### src/rtl/sdac_pkg.sv
// Shared constants for the serial DAC control link: word layout, modes,
// timing counts and the host's register map.
// Assumes a 100 MHz ref_clk on both ends of the link.
package sdac_pkg;

  // ==========================================================
  // Clock and timing
  localparam int CLK_NS         = 10;
  localparam int T_ACQ_NS       = 16000; // One channel acquisition
  localparam int T_BCAST_NS     = 45000; // All channels together
  localparam int T_RST_MIN_NS   = 90;    // Shortest reset pulse
  localparam int T_RST_MAX_NS   = 200;   // Longest reset pulse
  localparam int T_GAP_NS       = 400;   // Gap after each frame
  localparam int T_PULSE_NS     = 150;   // Reset pulse the host makes
  localparam int ACQ_CYC        = T_ACQ_NS / CLK_NS;
  localparam int BCAST_CYC      = T_BCAST_NS / CLK_NS;
  localparam int RST_MIN_CYC    = (T_RST_MIN_NS + CLK_NS - 1) / CLK_NS;
  localparam int RST_MAX_CYC    = T_RST_MAX_NS / CLK_NS;
  localparam int GAP_CYC        = (T_GAP_NS + CLK_NS - 1) / CLK_NS;
  localparam int PULSE_CYC      = T_PULSE_NS / CLK_NS;

  // ==========================================================
  // Serial word layout
  localparam int MODE_HI        = 9;
  localparam int MODE_LO        = 8;
  localparam int BCAST_BIT      = 7;
  localparam int OFFS_BIT       = 6;
  localparam int TEST_BIT       = 5;
  localparam int ADDR_HI        = 4;
  localparam int HDR_W          = 10;
  localparam int CODE_W         = 14;
  localparam logic [4:0] HOLD_BITS = 5'h0a;
  localparam logic [4:0] LOAD_BITS = 5'h18;
  localparam logic [4:0] RB_BITS   = 5'h0e;
  localparam logic [3:0] RB_LAST   = 4'hd;
  localparam int N_CH           = 32;
  localparam logic [5:0] OFFS_CH   = 6'h20;
  localparam logic [CODE_W-1:0] DAC_RST = 14'h0000;

  typedef enum logic [1:0] {
    MD_HOLD  = 2'h0,
    MD_LOAD  = 2'h1,
    MD_ACQRB = 2'h2,
    MD_RB    = 2'h3
  } sdac_mode_t;

  // ==========================================================
  // Host register map (byte addresses)
  localparam logic [31:0] REG_CMD  = 32'h0000_0000;
  localparam logic [31:0] REG_STAT = 32'h0000_0004;
  localparam logic [31:0] REG_RX   = 32'h0000_0008;
  localparam logic [31:0] REG_TRK  = 32'h0000_000c;
  localparam logic        TRK_RST  = 1'b1;

endpackage

### src/rtl/sdac_if.sv
// Link between the serial DAC device and its host controller.
// Assumes the bench joins the two ends; dout is resolved here.
`timescale 1ns/100ps
interface sdac_if;
  logic sync_n;    // Frame select, low during a frame
  logic sclk;      // Serial clock made by the host
  logic din;       // Host to device data
  logic dout;      // Device data value
  logic dout_oe;   // Device drives dout while high
  logic dout_line; // Wire level, pulled high when undriven
  logic busy_n;    // Low while the device acquires
  logic track;     // Track level, short low pulse resets

  // Undriven line reads as a pulled-up level
  assign dout_line = dout_oe ? dout : 1'b1;

  modport dev (input sync_n, sclk, din, track,
               output dout, dout_oe, busy_n);
  modport host (output sync_n, sclk, din, track,
                input dout_line, busy_n);
endinterface

### src/rtl/sdac_dev.sv
// Device end of the serial DAC link: frame decode, 33 code registers,
// acquisition timing, readback and the track / reset pin.
// Assumes vin_code is the acquired input on ref_clk; link pins are async.
//
// Summary of operation
// - Track high: acquire as soon as addressed.
// - Track low: route input, acquire on track rise.
// - Busy low during acquisition; then DAC drives.
// - First two bits select one of four modes.
// - Acquire-and-hold word is ten bits, MSB first.
// - DAC load word: ten address bits, 14 code.
// - Host waits 400 ns between DAC loads.
// - Acquire then read back code next frame.
// - Readback mode: no acquisition, code out next frame.
// - Host waits 400 ns before readback frame.
// - Readback bits change on rising serial clock.
// - Broadcast load fills all 32 registers.
// - Broadcast hold acquires all 32 channels together.
// - Offset select overrides the channel address.
// - Host always sends test bit as zero.
// - Five-bit address picks one of 32.
// - Code field written only in DAC load.
// - Frame start clears count; extra selects ignored.
// - After full count, clocks ignored until reframe.
// - Output driven from first rise to 14th fall.
// - Input latched on falls; ignored in readback.
// - Interface select high enables the serial link.
// - 90-200 ns low track pulse resets device.
`timescale 1ns/100ps
module sdac_dev import sdac_pkg::*; #(
  parameter int ACQ_CYC_P   = ACQ_CYC,
  parameter int BCAST_CYC_P = BCAST_CYC
) (
  // Clock and reset
  input  wire logic              ref_clk,
  input  wire logic              arst_n,
  // Link
  sdac_if.dev                    lnk,
  // User side
  input  wire logic              interface_select,
  input  wire logic [CODE_W-1:0] vin_code,
  input  wire logic [5:0]        rd_ch,
  output logic      [CODE_W-1:0] rd_code,
  output logic                   vin_routed,
  output logic                   soft_reset
);
  typedef enum logic [3:0] {
    FR_IDLE = 4'h1,
    FR_WR   = 4'h2,
    FR_RD   = 4'h4,
    FR_DONE = 4'h8
  } sdac_fr_t;

  // True when entry i is a target of a single or broadcast write
  function automatic logic hit_f(input int i, input logic all,
                                 input logic [5:0] ch);
    hit_f = all ? (i < N_CH) : (ch == 6'(i));
  endfunction

  logic [4:0]        s_q, s_rise, s_fall;
  sdac_fr_t          fr_q;
  logic [4:0]        cnt_q;
  logic [23:0]       sr_q;
  sdac_mode_t        mode_q;
  logic [CODE_W-1:0] rb_q, code_q, rd_code_q;
  logic [HDR_W-1:0]  hdr_q;
  logic              dout_q, oe_q, exec_q, rd_done_q;
  logic              acq_q, all_q, pend_q, routed_q, rd_pend_q;
  logic [12:0]       acq_cnt_q;
  logic [5:0]        ch_q, rb_ch_q;
  logic [7:0]        lo_q;
  logic [CODE_W-1:0] dac_q [N_CH+1];

  // ==========================================================
  // Pin synchronisers
  sdac_sync #(.W(5), .INIT(5'h09)) u_sync (
    .ref_clk (ref_clk),
    .arst_n  (arst_n),
    .d       ({interface_select, lnk.track, lnk.din, lnk.sclk,
               lnk.sync_n}),
    .q       (s_q),
    .rise    (s_rise),
    .fall    (s_fall)
  );

  wire       ser_en  = s_q[4];
  wire       trk_s   = s_q[3];
  wire       din_s   = s_q[2];
  wire       sclk_r  = s_rise[1];
  wire       sclk_f  = s_fall[1];
  wire       sync_f  = s_fall[0];
  wire       trk_r   = s_rise[3];

  // ==========================================================
  // Track pin: a short low pulse resets, a long one is the track level
  wire       trk_long = lo_q > 8'(RST_MAX_CYC);
  wire       soft_rst = trk_r && lo_q >= 8'(RST_MIN_CYC)
                        && lo_q <= 8'(RST_MAX_CYC);

  // Saturating low-time counter, kept through soft reset to see the rise
  always_ff @(posedge ref_clk or negedge arst_n) begin
    if (!arst_n)
      lo_q <= 8'h00;
    else if (trk_s)
      lo_q <= 8'h00;
    else if (lo_q != 8'hff)
      lo_q <= lo_q + 8'h01;
  end

  // ==========================================================
  // Frame decode
  wire [4:0]        need   = (mode_q == MD_LOAD) ? LOAD_BITS
                                               : HOLD_BITS;
  wire [HDR_W-1:0]  hdr_w  = (mode_q == MD_LOAD) ? sr_q[23:14]
                                               : sr_q[HDR_W-1:0];
  wire              frm_ok = (fr_q == FR_IDLE || fr_q == FR_DONE);

  // Frame sequencer; selects inside a frame are not seen at all
  always_ff @(posedge ref_clk or negedge arst_n) begin
    if (!arst_n) begin
      fr_q <= FR_IDLE;  cnt_q <= 5'h00;   sr_q <= 24'h000000;
      mode_q <= MD_HOLD; rb_q <= DAC_RST; dout_q <= 1'b0;
      oe_q <= 1'b0;     exec_q <= 1'b0;   rd_done_q <= 1'b0;
      hdr_q <= 10'h000; code_q <= DAC_RST;
    end else if (soft_rst) begin
      fr_q <= FR_IDLE;  cnt_q <= 5'h00;   oe_q <= 1'b0;
      exec_q <= 1'b0;   rd_done_q <= 1'b0;
      mode_q <= MD_HOLD;
    end else begin
      exec_q    <= 1'b0;
      rd_done_q <= 1'b0;
      case (fr_q)
        FR_IDLE, FR_DONE: begin
          if (sync_f && ser_en) begin
            fr_q  <= rd_pend_q ? FR_RD : FR_WR;
            cnt_q <= 5'h00;
            rb_q  <= dac_q[rb_ch_q];
          end
        end
        FR_WR: begin
          if (cnt_q == need) begin
            exec_q <= 1'b1;
            hdr_q  <= hdr_w;
            code_q <= sr_q[CODE_W-1:0];
            fr_q   <= FR_DONE;
          end else if (sclk_f) begin
            sr_q  <= {sr_q[22:0], din_s};
            cnt_q <= cnt_q + 5'h01;
            if (cnt_q == 5'h01)
              mode_q <= sdac_mode_t'({sr_q[0], din_s});
          end
        end
        FR_RD: begin
          if (sclk_r) begin
            oe_q   <= 1'b1;
            dout_q <= rb_q[RB_LAST - cnt_q[3:0]];
          end
          if (sclk_f) begin
            cnt_q <= cnt_q + 5'h01;
            if (cnt_q == RB_BITS - 5'h01) begin
              oe_q      <= 1'b0;
              fr_q      <= FR_DONE;
              rd_done_q <= 1'b1;
            end
          end
        end
        default: fr_q <= FR_IDLE;
      endcase
    end
  end

  // ==========================================================
  // Command fields
  wire [1:0] md_bits = hdr_q[MODE_HI:MODE_LO];
  wire       e_all   = hdr_q[BCAST_BIT];
  wire [5:0] e_ch    = hdr_q[OFFS_BIT] ? OFFS_CH
                       : {1'b0, hdr_q[ADDR_HI:0]};
  wire       e_acq   = exec_q && (md_bits == MD_HOLD
                       || md_bits == MD_ACQRB);
  wire       e_ld    = exec_q && md_bits == MD_LOAD;
  wire       e_rb    = exec_q && md_bits[1];
  wire [CODE_W-1:0] ld_val = e_all ? {CODE_W{code_q[CODE_W-1]}}
                                   : code_q;
  // Start now if track is high, or when a long low ends
  wire       go_now  = (e_acq && trk_s)
                       || (trk_r && trk_long && pend_q);
  wire       go_all  = e_acq ? e_all : all_q;
  wire       acq_end = acq_q && acq_cnt_q == 13'h0000;

  // ==========================================================
  // Acquisition and readback bookkeeping
  always_ff @(posedge ref_clk or negedge arst_n) begin
    if (!arst_n) begin
      acq_q <= 1'b0;  acq_cnt_q <= 13'h0000; ch_q <= 6'h00;
      all_q <= 1'b0;  pend_q <= 1'b0;        routed_q <= 1'b0;
      rd_pend_q <= 1'b0; rb_ch_q <= 6'h00;
    end else if (soft_rst) begin
      acq_q <= 1'b0;  pend_q <= 1'b0;  routed_q <= 1'b0;
      rd_pend_q <= 1'b0;
    end else begin
      if (go_now) begin
        acq_q     <= 1'b1;
        acq_cnt_q <= go_all ? 13'(BCAST_CYC_P - 1) : 13'(ACQ_CYC_P - 1);
        pend_q    <= 1'b0;
        routed_q  <= 1'b1;
        all_q     <= go_all;
        if (e_acq)
          ch_q <= e_ch;
      end else if (e_acq) begin
        pend_q   <= 1'b1;
        routed_q <= 1'b1;
        ch_q     <= e_ch;
        all_q    <= e_all;
      end else if (acq_end) begin
        acq_q    <= 1'b0;
        routed_q <= 1'b0;
      end else if (acq_q) begin
        acq_cnt_q <= acq_cnt_q - 13'h0001;
      end
      if (e_rb) begin
        rd_pend_q <= 1'b1;
        rb_ch_q   <= e_ch;
      end else if (rd_done_q) begin
        rd_pend_q <= 1'b0;
      end
    end
  end

  // ==========================================================
  // Code registers; a host load in the same cycle beats an acquisition
  always_ff @(posedge ref_clk or negedge arst_n) begin
    if (!arst_n) begin
      for (int i = 0; i <= N_CH; i++)
        dac_q[i] <= DAC_RST;
    end else begin
      for (int i = 0; i <= N_CH; i++) begin
        if (soft_rst)
          dac_q[i] <= DAC_RST;
        else if (e_ld && hit_f(i, e_all, e_ch))
          dac_q[i] <= ld_val;
        else if (acq_end && hit_f(i, all_q, ch_q))
          dac_q[i] <= vin_code;
      end
    end
  end

  // User read port; channels past the offset channel read zero
  always_ff @(posedge ref_clk or negedge arst_n) begin
    if (!arst_n)
      rd_code_q <= DAC_RST;
    else
      rd_code_q <= (rd_ch <= OFFS_CH) ? dac_q[rd_ch] : DAC_RST;
  end

  // ==========================================================
  // Outputs
  assign lnk.dout    = dout_q;
  assign lnk.dout_oe = oe_q;
  assign lnk.busy_n  = ~acq_q;
  assign rd_code     = rd_code_q;
  assign vin_routed  = routed_q;
  assign soft_reset  = soft_rst;
endmodule // sdac_dev

### src/rtl/sdac_sync.sv
// Two-flop synchroniser with edge detection for pins from another domain.
// Assumes the inputs are asynchronous levels.
`timescale 1ns/100ps
module sdac_sync #(
  parameter int           W    = 1,
  parameter logic [W-1:0] INIT = '0
) (
  // Clock and reset
  input  wire logic         ref_clk,
  input  wire logic         arst_n,
  // Pins and results
  input  wire logic [W-1:0] d,
  output logic      [W-1:0] q,
  output logic      [W-1:0] rise,
  output logic      [W-1:0] fall
);
  logic [W-1:0] s1_q, s2_q, s3_q;

  // ==========================================================
  // First stage feeds only the second; edges come from later stages
  always_ff @(posedge ref_clk or negedge arst_n) begin
    if (!arst_n) begin
      s1_q <= INIT;
      s2_q <= INIT;
      s3_q <= INIT;
    end else begin
      s1_q <= d;
      s2_q <= s1_q;
      s3_q <= s2_q;
    end
  end

  assign q    = s2_q;
  assign rise = s2_q & ~s3_q;
  assign fall = ~s2_q & s3_q;
endmodule // sdac_sync
### src/flat_wrapper.sv
// flat-port wrapper written by rule: the top's interface ports become plain ports
module sdac_dev_flat import sdac_pkg::*;
#(
  parameter int ACQ_CYC_P   = ACQ_CYC,
  parameter int BCAST_CYC_P = BCAST_CYC
)
  (ref_clk, arst_n, interface_select, vin_code, rd_ch, rd_code, vin_routed, soft_reset, lnk_sync_n, lnk_sclk, lnk_din, lnk_track, lnk_dout, lnk_dout_oe, lnk_busy_n);
  sdac_if lnk_i ();
  input  wire logic ref_clk;
  input  wire logic arst_n;
  input  wire logic interface_select;
  input  wire logic [CODE_W-1:0] vin_code;
  input  wire logic [5:0] rd_ch;
  output logic      [CODE_W-1:0] rd_code;
  output logic vin_routed;
  output logic soft_reset;
  input wire logic [$bits(lnk_i.sync_n)-1:0] lnk_sync_n;
  input wire logic [$bits(lnk_i.sclk)-1:0] lnk_sclk;
  input wire logic [$bits(lnk_i.din)-1:0] lnk_din;
  input wire logic [$bits(lnk_i.track)-1:0] lnk_track;
  output wire logic [$bits(lnk_i.dout)-1:0] lnk_dout;
  output wire logic [$bits(lnk_i.dout_oe)-1:0] lnk_dout_oe;
  output wire logic [$bits(lnk_i.busy_n)-1:0] lnk_busy_n;
  assign lnk_i.sync_n = lnk_sync_n;
  assign lnk_i.sclk = lnk_sclk;
  assign lnk_i.din = lnk_din;
  assign lnk_i.track = lnk_track;
  assign lnk_dout = lnk_i.dout;
  assign lnk_dout_oe = lnk_i.dout_oe;
  assign lnk_busy_n = lnk_i.busy_n;
  sdac_dev #(.ACQ_CYC_P(ACQ_CYC_P), .BCAST_CYC_P(BCAST_CYC_P)) u_core (.ref_clk(ref_clk), .arst_n(arst_n), .lnk(lnk_i), .interface_select(interface_select), .vin_code(vin_code), .rd_ch(rd_ch), .rd_code(rd_code), .vin_routed(vin_routed), .soft_reset(soft_reset));
endmodule
### config.mk
export PLATFORM = sky130hd
export DESIGN_NAME = sdac_dev_flat
export DESIGN_NICKNAME = d
export VERILOG_FILES = /design/src/rtl/sdac_pkg.sv /design/src/rtl/sdac_if.sv /design/src/rtl/sdac_dev.sv /design/src/rtl/sdac_sync.sv /design/src/flat_wrapper.sv
export SDC_FILE = /design/constraint.sdc
export NUM_CORES = 2
export LEC_CHECK = 0
export ABC_AREA = 1
export BUFFER_PORTS_ARGS = -buffer_cell sky130_fd_sc_hd__buf_4
export CAP_MARGIN = 25
export CORE_UTILIZATION = 45
export CTS_CLUSTER_SIZE = 28
export DETAILED_ROUTE_END_ITERATION = 7
export HOLD_SLACK_MARGIN = 0.02
export MAX_ROUTING_LAYER = met4
export PLACE_DENSITY = 0.71
export SYNTH_ARGS = -nofsm -noshare
export SYNTH_HDL_FRONTEND = slang
export SYNTH_SLANG_ARGS = --single-unit
### constraint.sdc
create_clock -name ref_clk -period 3.4 [get_ports ref_clk]
set_input_delay 0.34 -clock ref_clk [delete_from_list [all_inputs] [get_ports ref_clk]]
set_output_delay 0.34 -clock ref_clk [all_outputs]
set_load 0.01 [all_outputs]
After elaboration in Yosys (flattened, before gate mapping)
Cells that the tools add are included.
Storage, ports and cells
  bits of input ports: 27
  bits in registers: 605
Cells by class
  magnitude comparators: 7
  multiplexer cells: 228
  bitwise logic cells: 9
  equality and inequality tests: 84
  reduce and logical (&&, ||, !) cells: 138
  add/subtract/negate cells: 4
Operator list (number)
  14-bit two-way mux: 104
  6-bit by 5-bit equality test with 1-bit output, second input constant: 32
  14-bit binary-select mux with 6-bit select: 2
  3-bit nonzero test: 36
  6-bit by 4-bit equality test with 1-bit output, second input constant: 16
  1-bit two-way mux: 93
  13-bit two-way mux: 6
  1-bit logical AND: 76
  6-bit by 3-bit equality test with 1-bit output, second input constant: 8
  5-bit two-way mux: 5
  6-bit by 2-bit equality test with 1-bit output, second input constant: 4
  4-bit two-way mux: 5
  8-bit two-way mux: 2
  4-bit AND reduction: 4
  5-bit one-hot mux with 3 select lines: 1
  7-bit >= comparator, second input constant: 2
  6-bit NOT with 7-bit output: 2
  13-bit zero test: 1
  13-bit by 1-bit subtractor with 13-bit output, second input constant: 1
  6-bit by 1-bit equality test with 1-bit output, second input constant: 2
  6-bit equality test, second input constant: 2
  6-bit zero test: 2
  3-bit by 2-bit inequality test with 1-bit output, second input constant: 4
  4-bit one-hot mux with 3 select lines: 1
  other kinds (38): 59

Longest topological paths before layout
  word-level depth: 7
  depth in mapped cells: 14
  gate-level depth less buffers: 13

Cells and area by module
Synthesis repeated with hierarchy kept, for this count alone.
Unflattened totals
  cells, all modules: 6310
  area total of the unflattened synthesis: 43680.6 sq um
By module, submodules not included
  sdac_dev: times used 1, area an instance 43222.7 sq um, cells an instance 6275
  sdac_sync: times used 1, area an instance 457.9 sq um, cells an instance 35

Worst setup path before layout
OpenSTA, ideal clock, no wires.
  path kind: register to register
  start point: reg u_core.lo_q[0]
  end point: reg u_core.dac_q[326] (netlist name)
  data arrival time: 1.866 ns
  period minus slack after synthesis: 1.992 ns
  slack: 1.408 ns
  buffers on the path: 3
  cell stages (with the launch flop): 14
  cell sequence: dfrtp_1 -> inv_1 -> ha_1 -> inv_1 -> nand3_1 -> nand2_1 -> nor2_1 -> nand3_1 -> buf_4 -> inv_4 -> buf_6 -> nor2_2 -> buf_2 -> o21ai_0
Between the ends
  word-level cells in the longest chain between the ends: 4
  elaborated cells between the ends (all ways): 6
  classes of those cells: order compare (2); mux (1); reduce/logical (3)
RTL lines
  from (decl): RTL line sdac_dev.sv:71  | logic [7:0] lo_q;
  from (signal assigned): RTL line sdac_dev.sv:107  | lo_q <= lo_q + 8'h01;
  8-bit by 4-bit >= comparator with 1-bit output: RTL line sdac_dev.sv:97  | wire soft_rst = trk_r && lo_q >= 8'(RST_MIN_CYC)
  1-bit logical AND: RTL line sdac_dev.sv:97
  1-bit logical AND *: RTL line sdac_dev.sv:98  | && lo_q <= 8'(RST_MAX_CYC);
  3-bit nonzero test (no line) or 14-bit two-way mux (tied branches)
  to (signal, indexed assignment): RTL line sdac_dev.sv:240  | dac_q[i] <= ld_val;
  to (signal, indexed assignment): RTL line sdac_dev.sv:242  | dac_q[i] <= vin_code;
  to (decl): RTL line sdac_dev.sv:72  | logic [CODE_W-1:0] dac_q [N_CH+1];
Mark *: on every way between the ends. The rest lies on a longest branch, timed or not.
A chain may end at the register's enable or synchronous reset.

Worst setup path after layout
  start point: reg u_core.lo_q[0]
  end point: out soft_reset
Between the ends
  word-level cells in the longest chain between the ends: 3
  elaborated cells between the ends (all ways): 4
  classes of those cells: order compare (2); reduce/logical (2)
RTL lines
  8-bit by 4-bit >= comparator with 1-bit output: RTL line sdac_dev.sv:97
  1-bit logical AND: RTL line sdac_dev.sv:97
  1-bit logical AND *: RTL line sdac_dev.sv:98
  to (decl): RTL line flat_wrapper.sv:16  | output logic soft_reset;
Marks and branches as above.

==> impl_metrics.ini <==
[run_status]
status = completed

[routing]
drtAntennaViolNets = 0
first_pass_iters = 7
drt_iter0_drc = 7254
vias_per_cell = 6.26
routed_wl_um = 169000
wl_per_cell_um = 23.3
drc_errors = 0
num_vias = 45400

[global_routing]
gr-usage-all-layers_pct = 37.6
grt_pass1_wl_um = 255000
grt_pass1_vias = 41200
grt_max_degree = 224
antenna_found_initial = 12
gr-total-overflow = 0

[yosys]
syn_nets = 6301
synth_ff_type = dfrtp_1
synthCells = 6264
yosysSeqAreaShare_pct = 37.1
synth_edf_count = 0
synth.top_cell.area_share_pct = 36.6
yosysWarnings = 0
syn_area_um2 = 40700
avgSynthCellArea_um2 = 6.50
yosys-top-cells-area = dfrtp_1 37%, nand3_1 17%, nand2_1 17%
ys_seq_elements = 603
synth_cell_types = 44
yosys.area.top_type = dfrtp_1
synthArstFlopShare_pct = 100

[hold_path]
worstHoldStart = vin_code[6]
hp-class = input pin to register

[worst_setup_path]
crit_required_ns = 3.06
timing.rr.start = u_core.hdr_q[4]
critPathCapture = soft_reset
worstPathMaxFanout = 24
worstPathCellList = inv_1, ha_1, inv_1, nand3_1, nand2_1, nor2_1, nand3_4, inv_4, buf_4, buf_4
r2r_setup_slack_ns = 0.50
crit_arrival_ns = 2.89
timing.rr.end = u_core.dac_q[345]
endpoint_kind = output port
cp-start-kind = register
r2r_cells = 9
crit_type = register to output port
slowest_stage = inv_4
slowest_delay_ns = 0.53
crit_start = u_core.lo_q[0]

[timing]
setup_tns_ns = 0
finalHoldViolations = 0
fmax_mhz = 309
finalMaxSlewViolations = 0
tightest_slew_ns = 1.17
skew_ns = 0.0394
fin_crit_ns = 3.23
finalSetupViolCount = 0
period_share_pct = 95.1
slew_headroom_pct = 22.0
timing.final.ws_setup_ns = 0.168
rsz0062_at_grt = false

[clocking]
root_buffer = clkbuf_16
cts_made_buffers = 71
cts.repair_timing.setup_buffer_count = 0
clk_path_buf_depth = 3
cts_tree = done
htreeDepth = 3
clk-insertion-delay-late_ns = 0.68
clk_pin_slew_worst_paths_ns = 0.06
cts_sinks = 603

[placement]
place_worst_setup_slack_ns = 0.617
gp_congestion = 1.16
hpwl_um = 104000
io_buffers = 45

[power_and_ir_drop]
p_per_area_nw_per_um2 = 415
power.switching_mw = 5.40
power_frac_clock_pct = 44.0
switching_share_pct = 29.1
vdd_ir_drop_max_v = 0.000395
power_frac_seq_pct = 43.2
p_total_mw = 18.6
total_leakage_power_nw = 23.5
p_int_mw = 13.2
power_frac_comb_pct = 12.8

[floorplanning]
io_pins = 46
start_util_pct = 45.7
rows = 109
core_um2 = 89100
die_h_um = 303
die_w_um = 303
die_area_um2 = 91700

[layout]
syn2layout_area_growth_pct = 9.97
drive_gt1_share_pct = 7.90
nNetsFinal = 6055

[run]
drv_cap = 0
## cell usage after synthesis (2+ instances only)
| library cell | instances |
|---|---|
| buf_4 | 14 |
| o21ai_1 | 196 |
| inv_2 | 3 |
| nand4_1 | 7 |
| nor2_2 | 24 |
| or2_2 | 2 |
| dfrtp_1 | 596 |
| inv_1 | 405 |
| inv_4 | 2 |
| nor3_1 | 6 |
| ha_1 | 10 |
| nand2_1 | 1835 |
| buf_2 | 166 |
| nor2_4 | 15 |
| clkinv_1 | 3 |
| o21a_1 | 6 |
| buf_6 | 5 |
| o211ai_1 | 84 |
| a31oi_1 | 2 |
| xor2_1 | 5 |
| dfstp_2 | 7 |
| clkbuf_1 | 274 |
| nand3b_1 | 2 |
| xnor2_1 | 2 |
| nor3_2 | 2 |
| o21ai_4 | 10 |
| a22oi_1 | 3 |
| nand2_2 | 26 |
| o21ai_0 | 560 |
| o22ai_1 | 20 |
| nand3_1 | 1413 |
| a21oi_1 | 217 |
| or2_1 | 2 |
| buf_1 | 94 |
| o21ai_2 | 22 |
| nor2_1 | 216 |
## cells in the final DEF, fill, tap and decap left out, types with 7 or more instances in the layout
master	Yosys	final
o22ai_1	20	20
buf_4	14	181
o21ai_2	22	22
nand4_1	7	7
o21ai_0	560	560
clkbuf_8	0	13
nand3_1	1413	1412
nor2_2	24	28
buf_12	1	37
o21ai_4	10	23
bufinv_16	0	7
nand2_2	26	26
buf_8	0	8
o21ai_1	196	183
clkbuf_1	274	11
diode_2	0	12
nor2_1	216	212
inv_1	405	391
ha_1	10	10
nor2_4	15	15
a21oi_1	217	217
clkinv_1	3	13
clkbuf_16	0	73
clkinv_2	0	10
o211ai_1	84	84
nand2_1	1835	1835
dfstp_2	7	7
dfrtp_1	596	594
## cell type report
type	instances	area [um^2]
sequential	603	15100
antenna	12	30.0
multi-input combinational	4693	21900
clock buffer	97	2050
inverter	413	1570
fill	8753	44300
tap	1165	1460
clock inverter	25	374
timing repair buffer	236	2360
## critical path: cells and delay by family, from the launching register on
family / cells / cell delay [ns]
buffers and inverters: 5 / 1.19
AND/OR/NAND/NOR: 4 / 0.44
flip-flops: 1 / 0.43
adder cells (fa/ha/maj): 1 / 0.15
## per-layer routing
metal  wire, um  up-vias  global-route usage, %
li1           -    20200                      -
met1      61900    20900                   47.3
met2      67700     3410                   50.5
met3      24800      867                   13.0
met4      14200        0                   25.4
met5          0        -                      -
## repair_timing
action	CTS	global route
hold endpoints to repair	65	0
hold buffers	6	0
gates resized for setup	0	0
## registers in the layout, indices dropped and copies added, names as in the netlist, 6 cells and up
name and cells:
u_core.code_q 14, u_core.acq_cnt_q 13, u_core.rb_q 14, u_core.rd_code 14
u_core.dac_q 462, u_core.rb_ch_q 6, u_core.ch_q 6, u_core.lo_q 8
u_core.hdr_q 9, u_core.sr_q 24
## power groups by stage
| stage | clock (mW) | combinational (mW) | sequential, mW |
|---|---|---|---|
| finish | 8.18 | 2.38 | 8.03 |
| detailed placement | 0 | 2.27 | 8.13 |
| global placement | 0 | 2.20 | 8.12 |
| global route | 8.50 | 2.62 | 8.07 |
| CTS | 8.20 | 2.28 | 8.01 |
| floorplan | 0 | 1.44 | 8.02 |
## through the flow
stage	instance area [um^2]	utilization (%)	instances	hold slack (ns)
after floorplan	40700	-	6264	0.0444
after CTS	44600	50.1	7224	0.145
final	44800	50.3	7244	0.153
after global placement	42000	47.2	7091	0.333
after global routing	44800	50.3	7244	0.173
after detailed placement	42200	47.3	7096	0.340
## worst min-delay path by stage
stage | to | slack, ns | depth (start not counted)
2_1_floorplan | u_core.acq_cnt_q[0] | 0.04 | 0
3_3_place_gp | u_core.u_sync.q[2] | 0.33 | 0
3_5_place_dp | u_core.u_sync.q[2] | 0.34 | 0
4_1_cts | u_core.dac_q[426] | 0.15 | 5
5_1_grt | u_core.dac_q[426] | 0.17 | 5
6_report | u_core.dac_q[426] | 0.15 | 5
## logic make-up (layout without fill, tap and decap cells)
logic type / after synthesis / after routing / synth area share [%]
compound gates: 1123 / 1123 / 14.9
buf+inv: 968 / 771 / 9.71
flops: 603 / 603 / 37.1
simple gates: 3553 / 3553 / 37.8
fa+ha+maj: 10 / 10 / 0.307
xor+xnor: 7 / 7 / 0.151
other cells: 0 / 12 / 0
Power figures use the tool's default switching activity.
